===== src/rtl/ddr2_init_pkg.sv =====
/*
 package of constants and types for the ddr2 power-up and mode programming controller.
 assumes a 200 MHz controller clock that also paces the memory command bus.
*/
// Functional notes
// - bursts are four or eight beats only
// - hold clock enable and termination low
// - wait 200 us, then nop and raise cke
// - 400 ns of nop, then precharge all
// - program extended register 2 then 3
// - extended register 1 with dll enabled
// - mode register write with dll reset
// - precharge all, then two auto refreshes
// - mode register again without dll reset
// - calibration default then exit after 200 clocks
// - every field resupplied on each write
// - mode write encoding all strobes low
// - mode writes only when all precharged
// - wait mode set cycle time after writes
// - test mode bit kept low
// - write recovery rounded up in cycles
// - 200 clocks before any read after reset
package ddr2_init_pkg;
	localparam int CLK_PERIOD_PS = 5000;
	localparam int POWER_WAIT_US = 200;
	localparam int POWER_WAIT_CYC = (POWER_WAIT_US * 1000000 + CLK_PERIOD_PS - 1) / CLK_PERIOD_PS;
	localparam int CKE_WAIT_NS = 400;
	localparam int CKE_WAIT_CYC = (CKE_WAIT_NS * 1000 + CLK_PERIOD_PS - 1) / CLK_PERIOD_PS;
	localparam int MRD_CYC = 2;
	localparam int RP_CYC = 4;
	localparam int RFC_CYC = 26;
	localparam int DLL_LOCK_CYC = 200;
	localparam int REFRESH_COUNT = 2;
	localparam int WR_TIME_PS = 15000;
	localparam int WR_CYC = (WR_TIME_PS + CLK_PERIOD_PS - 1) / CLK_PERIOD_PS;
	// bank select codes
	localparam logic [1:0] BANK_MR = 2'h0;
	localparam logic [1:0] BANK_EMR1 = 2'h1;
	localparam logic [1:0] BANK_EMR2 = 2'h2;
	localparam logic [1:0] BANK_EMR3 = 2'h3;
	// mode register field positions
	localparam int MR_BL_LSB = 0;
	localparam int MR_BT_BIT = 3;
	localparam int MR_CL_LSB = 4;
	localparam int MR_TM_BIT = 7;
	localparam int MR_DLLRST_BIT = 8;
	localparam int MR_WR_LSB = 9;
	localparam logic [2:0] BL4_CODE = 3'h2;
	localparam logic [2:0] BL8_CODE = 3'h3;
	// extended register 1 field positions
	localparam int E1_DLLDIS_BIT = 0;
	localparam int E1_HALF_BIT = 1;
	localparam int E1_RTT0_BIT = 2;
	localparam int E1_AL_LSB = 3;
	localparam int E1_RTT1_BIT = 6;
	localparam int E1_OCD_LSB = 7;
	localparam int E1_DQSDIS_BIT = 10;
	localparam logic [2:0] OCD_DEFAULT = 3'h7;
	localparam logic [2:0] OCD_EXIT = 3'h0;
	// command encodings {cs_n, ras_n, cas_n, we_n}
	localparam logic [3:0] CMD_NOP = 4'h7;
	localparam logic [3:0] CMD_DESEL = 4'h8;
	localparam logic [3:0] CMD_MRS = 4'h0;
	localparam logic [3:0] CMD_REF = 4'h1;
	localparam logic [3:0] CMD_PRE = 4'h2;
	localparam logic [3:0] CMD_ACT = 4'h3;
	localparam int PRE_ALL_BIT = 10;

	typedef struct packed {
		logic cke;
		logic odt;
		logic [3:0] cmd;
		logic [1:0] bank;
		logic [12:0] addr;
	} ddr_cmd_t;

	typedef struct packed {
		logic burst8;
		logic burstInterleave;
		logic [2:0] casLatency;
		logic [2:0] addLatency;
		logic halfDrive;
		logic [1:0] rtt;
		logic strobeDisable;
	} mode_cfg_t;

	typedef enum logic [12:0] {
		S_POWER = 13'h0001,
		S_CKE = 13'h0002,
		S_PREA1 = 13'h0004,
		S_EMR2 = 13'h0008,
		S_EMR3 = 13'h0010,
		S_EMR1 = 13'h0020,
		S_MRRST = 13'h0040,
		S_PREA2 = 13'h0080,
		S_REFR = 13'h0100,
		S_MRRUN = 13'h0200,
		S_OCDDEF = 13'h0400,
		S_OCDEXIT = 13'h0800,
		S_READY = 13'h1000
	} init_state_t;
endpackage


===== src/rtl/ddr2_init_ctrl.sv =====
/*
 ddr2 power-up sequencer: drives the memory command bus from reset to ready.
 assumes the memory clock is derived from clk, one command per clk cycle,
 and that the user holds cfg stable from start until ready.
*/
`timescale 1ns/100ps
`default_nettype none
module ddr2_init_ctrl
	import ddr2_init_pkg::*;
#(
	parameter int POWER_WAIT = POWER_WAIT_CYC
) (
	input wire logic clk,
	input wire logic rstn,
	input wire logic start,
	input var mode_cfg_t cfg,
	output var ddr_cmd_t ddr,
	output logic busy,
	output logic ready,
	output logic readOk
);
	typedef struct packed {
		init_state_t state;
		logic [15:0] delay;
		logic [7:0] lock;
		logic [1:0] refs;
		logic issued;
		ddr_cmd_t out;
	} core_t;

	core_t cur;
	core_t next_cur;

	function automatic logic [12:0] mrWord(input mode_cfg_t c, input logic dllReset);
		logic [12:0] w;
		w = '0;
		w[MR_BL_LSB +: 3] = c.burst8 ? BL8_CODE : BL4_CODE;
		w[MR_BT_BIT] = c.burstInterleave;
		w[MR_CL_LSB +: 3] = c.casLatency;
		w[MR_TM_BIT] = 1'b0;
		w[MR_DLLRST_BIT] = dllReset;
		w[MR_WR_LSB +: 3] = 3'(WR_CYC - 1);
		return w;
	endfunction

	function automatic logic [12:0] emr1Word(input mode_cfg_t c, input logic [2:0] ocd);
		logic [12:0] w;
		w = '0;
		w[E1_DLLDIS_BIT] = 1'b0;
		w[E1_HALF_BIT] = c.halfDrive;
		w[E1_RTT0_BIT] = c.rtt[0];
		w[E1_AL_LSB +: 3] = c.addLatency;
		w[E1_RTT1_BIT] = c.rtt[1];
		w[E1_OCD_LSB +: 3] = ocd;
		w[E1_DQSDIS_BIT] = c.strobeDisable;
		return w;
	endfunction

	// ==============================================================
	// sequencer
	always_comb begin
		next_cur = cur;
		next_cur.out.cmd = CMD_NOP;
		next_cur.out.bank = '0;
		next_cur.out.addr = '0;
		if (cur.delay != '0) begin
			next_cur.delay = cur.delay - 16'h0001;
		end
		if (cur.lock != '0) begin
			next_cur.lock = cur.lock - 8'h01;
		end
		if (cur.delay == '0) begin
			case (cur.state)
				S_POWER: begin
					if (!cur.issued && start) begin
						next_cur.issued = 1'b1;
						next_cur.delay = 16'(POWER_WAIT - 1);
					end else if (cur.issued) begin
						next_cur.out.cke = 1'b1;
						next_cur.state = S_CKE;
						next_cur.delay = 16'(CKE_WAIT_CYC - 1);
					end
				end
				S_CKE: begin
					next_cur.out.cmd = CMD_PRE;
					next_cur.out.addr[PRE_ALL_BIT] = 1'b1;
					next_cur.state = S_EMR2;
					next_cur.delay = 16'(RP_CYC - 1);
				end
				S_EMR2: begin
					next_cur.out.cmd = CMD_MRS;
					next_cur.out.bank = BANK_EMR2;
					next_cur.state = S_EMR3;
					next_cur.delay = 16'(MRD_CYC - 1);
				end
				S_EMR3: begin
					next_cur.out.cmd = CMD_MRS;
					next_cur.out.bank = BANK_EMR3;
					next_cur.state = S_EMR1;
					next_cur.delay = 16'(MRD_CYC - 1);
				end
				S_EMR1: begin
					next_cur.out.cmd = CMD_MRS;
					next_cur.out.bank = BANK_EMR1;
					next_cur.out.addr = emr1Word(cfg, OCD_EXIT);
					next_cur.state = S_MRRST;
					next_cur.delay = 16'(MRD_CYC - 1);
				end
				S_MRRST: begin
					next_cur.out.cmd = CMD_MRS;
					next_cur.out.bank = BANK_MR;
					next_cur.out.addr = mrWord(cfg, 1'b1);
					next_cur.lock = 8'(DLL_LOCK_CYC);
					next_cur.state = S_PREA2;
					next_cur.delay = 16'(MRD_CYC - 1);
				end
				S_PREA2: begin
					next_cur.out.cmd = CMD_PRE;
					next_cur.out.addr[PRE_ALL_BIT] = 1'b1;
					next_cur.refs = '0;
					next_cur.state = S_REFR;
					next_cur.delay = 16'(RP_CYC - 1);
				end
				S_REFR: begin
					next_cur.out.cmd = CMD_REF;
					next_cur.refs = cur.refs + 2'h1;
					next_cur.delay = 16'(RFC_CYC - 1);
					if (cur.refs == 2'(REFRESH_COUNT - 1)) begin
						next_cur.state = S_MRRUN;
					end
				end
				S_MRRUN: begin
					next_cur.out.cmd = CMD_MRS;
					next_cur.out.bank = BANK_MR;
					next_cur.out.addr = mrWord(cfg, 1'b0);
					next_cur.state = S_OCDDEF;
					next_cur.delay = 16'(MRD_CYC - 1);
				end
				S_OCDDEF: begin
					if (cur.lock == '0) begin
						next_cur.out.cmd = CMD_MRS;
						next_cur.out.bank = BANK_EMR1;
						next_cur.out.addr = emr1Word(cfg, OCD_DEFAULT);
						next_cur.state = S_OCDEXIT;
						next_cur.delay = 16'(MRD_CYC - 1);
					end
				end
				S_OCDEXIT: begin
					next_cur.out.cmd = CMD_MRS;
					next_cur.out.bank = BANK_EMR1;
					next_cur.out.addr = emr1Word(cfg, OCD_EXIT);
					next_cur.state = S_READY;
					next_cur.delay = 16'(MRD_CYC - 1);
				end
				S_READY: begin
				end
				default: begin
					next_cur.state = S_POWER;
				end
			endcase
		end
	end

	always_ff @(posedge clk or negedge rstn) begin
		if (!rstn) begin
			cur.state <= S_POWER;
			cur.delay <= '0;
			cur.lock <= '0;
			cur.refs <= '0;
			cur.issued <= 1'b0;
			cur.out.cke <= 1'b0;
			cur.out.odt <= 1'b0;
			cur.out.cmd <= CMD_NOP;
			cur.out.bank <= '0;
			cur.out.addr <= '0;
		end else begin
			cur <= next_cur;
		end
	end

	assign ddr = cur.out;
	assign busy = cur.state != S_READY;
	assign ready = (cur.state == S_READY) && (cur.delay == '0);
	assign readOk = ready && (cur.lock == '0);

	// ==============================================================
	// checks
	a_odt_low: assert property (@(posedge clk) disable iff (!rstn)
		!cur.out.odt) else $error("odt raised during init");
	a_cke_early: assert property (@(posedge clk) disable iff (!rstn)
		(cur.state == S_POWER) |-> !cur.out.cke) else $error("cke high too early");
	a_cke_nop: assert property (@(posedge clk) disable iff (!rstn)
		$rose(cur.out.cke) |-> cur.out.cmd == CMD_NOP) else $error("cke rose with command");
	a_pre_gap: assert property (@(posedge clk) disable iff (!rstn)
		$rose(cur.out.cke) |-> (cur.out.cmd == CMD_NOP) [*8]) else $error("command inside cke wait");
	a_mrs_cke: assert property (@(posedge clk) disable iff (!rstn)
		(cur.out.cmd == CMD_MRS) |-> cur.out.cke) else $error("mode write with cke low");
	a_test_bit: assert property (@(posedge clk) disable iff (!rstn)
		(cur.out.cmd == CMD_MRS && cur.out.bank == BANK_MR) |-> !cur.out.addr[MR_TM_BIT])
		else $error("test mode bit set");
	a_mrd_gap: assert property (@(posedge clk) disable iff (!rstn)
		(cur.out.cmd == CMD_MRS) |=> cur.out.cmd == CMD_NOP) else $error("mode set cycle violated");
	a_dll_on: assert property (@(posedge clk) disable iff (!rstn)
		(cur.out.cmd == CMD_MRS && cur.out.bank == BANK_EMR1) |-> !cur.out.addr[E1_DLLDIS_BIT])
		else $error("dll disabled");
	a_ocd_lock: assert property (@(posedge clk) disable iff (!rstn)
		(cur.out.cmd == CMD_MRS && cur.out.addr[E1_OCD_LSB +: 3] == OCD_DEFAULT
		&& cur.out.bank == BANK_EMR1) |-> $past(cur.lock) == '0) else $error("calibration too early");
	a_no_act: assert property (@(posedge clk) disable iff (!rstn)
		busy |-> cur.out.cmd != CMD_ACT) else $error("activate during init");
	c_cke_up: cover property (@(posedge clk) disable iff (!rstn) $rose(cur.out.cke));
	c_refresh: cover property (@(posedge clk) disable iff (!rstn) cur.out.cmd == CMD_REF);
	c_ocd: cover property (@(posedge clk) disable iff (!rstn) cur.state == S_OCDEXIT);
	c_ready: cover property (@(posedge clk) disable iff (!rstn) $rose(readOk));
endmodule
`default_nettype wire


===== config.mk =====
export PLATFORM = sky130hd
export DESIGN_NAME = ddr2_init_ctrl
export DESIGN_NICKNAME = d
export VERILOG_FILES = /design/src/rtl/ddr2_init_pkg.sv /design/src/rtl/ddr2_init_ctrl.sv
export SDC_FILE = /design/constraint.sdc
export NUM_CORES = 1
export LEC_CHECK = 0
export BUFFER_PORTS_ARGS = -buffer_cell sky130_fd_sc_hd__buf_4
export CAP_MARGIN = 20
export CORE_MARGIN = 5
export CORE_UTILIZATION = 54
export CTS_BUF_LIST = sky130_fd_sc_hd__clkbuf_8
export DETAILED_ROUTE_END_ITERATION = 6
export PLACE_DENSITY = 0.79
export SYNTH_ARGS = -nofsm -noshare
export SYNTH_HDL_FRONTEND = slang
export SYNTH_SLANG_ARGS = --single-unit

===== constraint.sdc =====
create_clock -name clk -period 2.6 [get_ports clk]
set_input_delay 0.52 -clock clk [delete_from_list [all_inputs] [get_ports clk]]
set_output_delay 0.52 -clock clk [all_outputs]
set_load 0.005 [all_outputs]

# [Word level (Yosys, flattened, before mapping)]
# Index checks and enable logic that the tools add are counted.
[totals] register_bits=60 latchBits=0 ramBits=0 romBits=0 out_inout_bits=24 n_memories=0
[op_classes] n_addsub=3 mul=0 n_div=0 order_cmp=0 eq_ne=18 shifts=0 muxes=24 bitwise_logic=2 n_reduce_logical=17
[op_table] cell="13-bit one-hot mux with 12 select lines" n=1
[op_table] cell="16-bit one-hot mux with 5 select lines" n=1
[op_table] cell="29-bit two-way mux" n=2
[op_table] cell="10-bit one-hot mux with 4 select lines" n=1
[op_table] cell="18-bit two-way mux" n=2
[op_table] cell="16-bit two-way mux" n=2
[op_table] cell="28-bit two-way mux" n=1
[op_table] cell="13-bit two-way mux" n=2
[op_table] cell="16-bit logical NOT" n=1
[op_table] cell="8-bit two-way mux" n=2
[op_table] cell="16-bit nonzero test" n=1
[op_table] cell="16-bit by 1-bit subtractor with 16-bit output, second input constant" n=1
[op_table] cell="13-bit by 1-bit equality test with 1-bit output, second input constant" n=1
[op_table] cell="13-bit by 10-bit equality test with 1-bit output, second input constant" n=1
[op_table] cell="13-bit by 11-bit equality test with 1-bit output, second input constant" n=1
[op_table] cell="13-bit by 12-bit equality test with 1-bit output, second input constant" n=1
[op_table] cell="13-bit equality test, second input constant" n=1
[op_table] cell="13-bit by 2-bit equality test with 1-bit output, second input constant" n=1
[op_table] cell="13-bit by 4-bit equality test with 1-bit output, second input constant" n=1
[op_table] cell="13-bit by 5-bit equality test with 1-bit output, second input constant" n=1
[op_table] cell="13-bit by 6-bit equality test with 1-bit output, second input constant" n=1
[op_table] cell="13-bit by 7-bit equality test with 1-bit output, second input constant" n=1
[op_table] cell="13-bit by 8-bit equality test with 1-bit output, second input constant" n=1
[op_table] cell="13-bit by 9-bit equality test with 1-bit output, second input constant" n=1
[op_table] cell="24 further kinds" n=35

# [Logic depth before layout (Yosys ltp)]
[depth] word_depth=6 mapped_depth=10

# [Worst setup path before layout]
# Ideal clock, no wire load.
[synth_path] path_type="register to register" from="register cur[24] (netlist name)" to="register cur[56] (netlist name)" arrival_time_ps=2344 t_required_ps=2475 slack_ps=131 path_stages_with_launch=9 path_cell_list="dfrtp_1 > inv_1 > ha_1 > or3b_4 > or4b_4 > buf_6 > a221o_1 > buf_6 > mux2_4"
[synth_between] elab_chain_len=3
[synth_rtl] item="from (decl)" line="ddr2_init_ctrl.sv:31" source="core_t cur;"
[synth_rtl] item="from (signal assigned)" line="ddr2_init_ctrl.sv:177" source="cur <= next_cur;"
[synth_rtl] item="8-bit logical NOT" line="ddr2_init_ctrl.sv:140" source="if (cur.lock == '0) begin"
[synth_rtl] item="2-bit inequality test (no source line)"
[synth_rtl] item="6-bit AND reduction (no source line)"
# No other way between the ends.
# A chain may end at the register's enable or synchronous reset.

# [Worst setup path in the final report]
[layout_path] from="register cur[25] (netlist name)" to="output readOk"
[layout_between] elab_chain_len=2
[layout_rtl] item="8-bit logical NOT" line="ddr2_init_ctrl.sv:184" source="assign readOk = ready && (cur.lock == '0);"
[layout_rtl] item="1-bit logical AND" line="ddr2_init_ctrl.sv:184"
[layout_rtl] item="to (decl)" line="ddr2_init_ctrl.sv:20" source="output logic readOk"
# No other way between the ends.

==> flow_summary.json <==
{
  "synth.cell_area_um2": 3040,
  "drive_above_1_share_pct": 32.4,
  "outcome": "finished with violations",
  "final.min_clock_period_ns": 2.64,
  "drt_first_pass_iters": 5,
  "cp_max_fo": 2,
  "path_delay_family": "simple AND/OR/NAND/NOR gates",
  "cts_tree": "yes",
  "cp_cell_sequence": "inv_1, ha_2, or3b_4, or4b_4, nor3_4, buf_4",
  "floorplan.initialDensity_pct": 55.3,
  "yosys.area_share.simple_pct": 27.4,
  "numCtsBuffers": 5,
  "fin_ws_ns": -0.0412,
  "ios": 39,
  "p_leak_nw": 1.73,
  "violations": "negative setup slack",
  "fp.dieArea_um2": 7240,
  "fin_area_um2": 3690,
  "crit_type": "reg -> out",
  "ys_top_cells_by_area": "dfrtp_1, buf_4, nand2_1, nor2_1, dfstp_2",
  "synthXorXnorAreaFrac_pct": 4.89,
  "cp-start-kind": "flop",
  "viasPerCell": 5.75,
  "h-tree-depth": 2,
  "slowest_stage": "or4b_4",
  "synthCells": 327,
  "drc": 0,
  "synth_top_family_by_area": "simple AND/OR/NAND/NOR gates",
  "wl_met1_um": 3160,
  "antenna_found_initial": 0,
  "fp-row-count": 27,
  "path_buf_inv": 2,
  "slew_violations": 0,
  "async_flop_share_pct": 100,
  "max_freq_ghz": 0.379,
  "grt_max_degree": 56,
  "met2_length_um": 3700,
  "fill_cells": 428,
  "synth.most_common_cell": "dfrtp_1",
  "final_util_pct": 67.0,
  "hp-class": "in -> async",
  "critPathCaptureType": "output pin",
  "synth_top_cells_by_count": "dfrtp_1, nand2_1, nor2_1",
  "cts.path.max_buffers": 2,
  "critPathMaxStageDelay_ns": 0.53,
  "die_w_um": 85.1,
  "synth_edf_count": 0,
  "clock_skew_ns": 0.0109,
  "area_growth_pct": 21.2,
  "irDropWorstVdd_uv": 280,
  "die-height_um": 85.1,
  "top_layer_used": "met4",
  "dpl.hpwl_um": 5040,
  "num_vias": 2597,
  "yosysWarningCount": 0,
  "cp.arrival_ns": 2.12,
  "clk_latency_ns": 0.31,
  "routedWlPerCell_um": 16.7,
  "wirelength_um": 7550,
  "period_share_pct": 102,
  "timing.hold.ws_ns": 0.250,
  "first_global_vias": 2561,
  "synthAdderAreaFrac_pct": 1.64,
  "reg2reg_depth": 7,
  "antennaDiodeCount": 0,
  "setup_viol": 2,
  "hold_viol": 0,
  "cts_num_sinks": 55,
  "grt_first_pass_wirelength_um": 12100,
  "drtAntennaViolNets": 0,
  "rsz0062_at_grt": "yes",
  "clk_pin_slew_ns": 0.09,
  "crit_cells": 6,
  "cts-root-buf": "clkbuf_8",
  "yosysSeqAreaShare_pct": 45.4,
  "placed_area_um2": 3330,
  "grt-ovfl-total": 0,
  "relSlewSlack_pct": 40.1,
  "pwr_density_cell_nw_per_um2": 365,
  "synth_compound_gate_area_share_pct": 9.91,
  "muxShareOfSynthArea_pct": 1.85,
  "ys_ff_latch": 55,
  "track_usage_pct": 20.8,
  "pre_cts_ws_ns": 0.0499,
  "port_buffers": 34,
  "dr_wl_met3_um": 533,
  "drtIter0Drc": 203,
  "synth_top_area_share_pct": 41.9,
  "core_area_um2": 5510,
  "avgSynthCellArea_um2": 9.31,
  "layout.nets": 398,
  "yosysTopAreaCell": "dfrtp_1",
  "gp_congestion": 0.962,
  "worstMarginPinSlew_ns": 0.891,
  "ys_types": 55,
  "cts_hold_buf": 0,
  "synth_ff_type": "dfrtp_1",
  "maxCapViolCount": 0,
  "cp.required_ns": 2.08
}
## cell type report
cell class	instances	area (µm²)	area share, %
clock buffers	5	68.8	1.87
repair buffers	76	582	15.8
clock inverters	3	15.0	0.407
multi-input cells	232	1520	41.1
inverters	9	33.8	0.916
flip-flops and latches	55	1380	37.5
well taps	72	90.1	2.44
## state kept, by name, summed over array words and instances, names as in the netlist
| register | flops |
|---|---|
| ddr | 16 |
| cur | 39 |
## what timing repair did
item | CTS | global route
setup endpoints to repair | 2 | 24
gates resized for setup | 15 | 14
cloned | 0 | 1
pin swaps | 4 | 7
buffers inserted | 14 | 6
## metrics by stage
step,power (mW),instances,setup TNS (ns)
6_report,1.35,452,-0.0546
5_1_grt,1.40,452,-0.249
4_1_cts,1.36,445,-0.233
3_5_place_dp,0.907,423,0
3_3_place_gp,0.907,423,0
2_1_floorplan,0.878,330,0
## where the power goes
group / leakage, nW / internal, mW / switching (mW)
Combinational: 0.958 / 0.0133 / 0.0212
Sequential: 0.726 / 0.855 / 0
Clock: 0.0467 / 0.184 / 0.274
Total: 1.73 / 1.05 / 0.295
## layer usage
metal	GRT usage (%)	vias up
li1	-	1234
met1	25.8	1239
met2	35.4	109
met3	3.79	15
met4	9.06	0
met5	0	-
## cells in the final DEF (no fill, tap or decap), types with 5 or more instances in the layout
master	n
nor3_1	11
nand4_1	7
a22oi_1	5
xor2_1	6
nand3_1	8
xnor2_1	10
nor2_1	37
dfrtp_1	49
nand2b_1	6
o21ai_0	9
inv_1	9
o31ai_1	5
a21oi_1	5
nand2_1	38
clkbuf_8	5
or3_1	7
buf_4	73
## path summary, 6_finish.rpt
check | slack, ns | endpoint | startpoint
min | 0.25 | ddr[13] | rstn
max | -0.04 | readOk | cur[25]
max reg2reg | 0.02 | cur[56] | cur[25]
min reg2reg | 0.48 | ddr[20] | ddr[20]
max in group asynchronous | 1.86 | cur[52] | rstn
min in group clk | 0.43 | ddr[2] | cfg[1]
## kinds of logic (layout without fill, tap and decap cells)
group	count (synthesis)	after routing
and+or+nand+nor	155	155
DFF	55	55
AOI/OAI and AO/OA	46	47
buffers and inverters	44	93
xor gates and xnor gates	17	17
muxes	5	5
adders and majority gates	4	4
other	1	4
No activity file was read; power rests on OpenSTA's default activity.
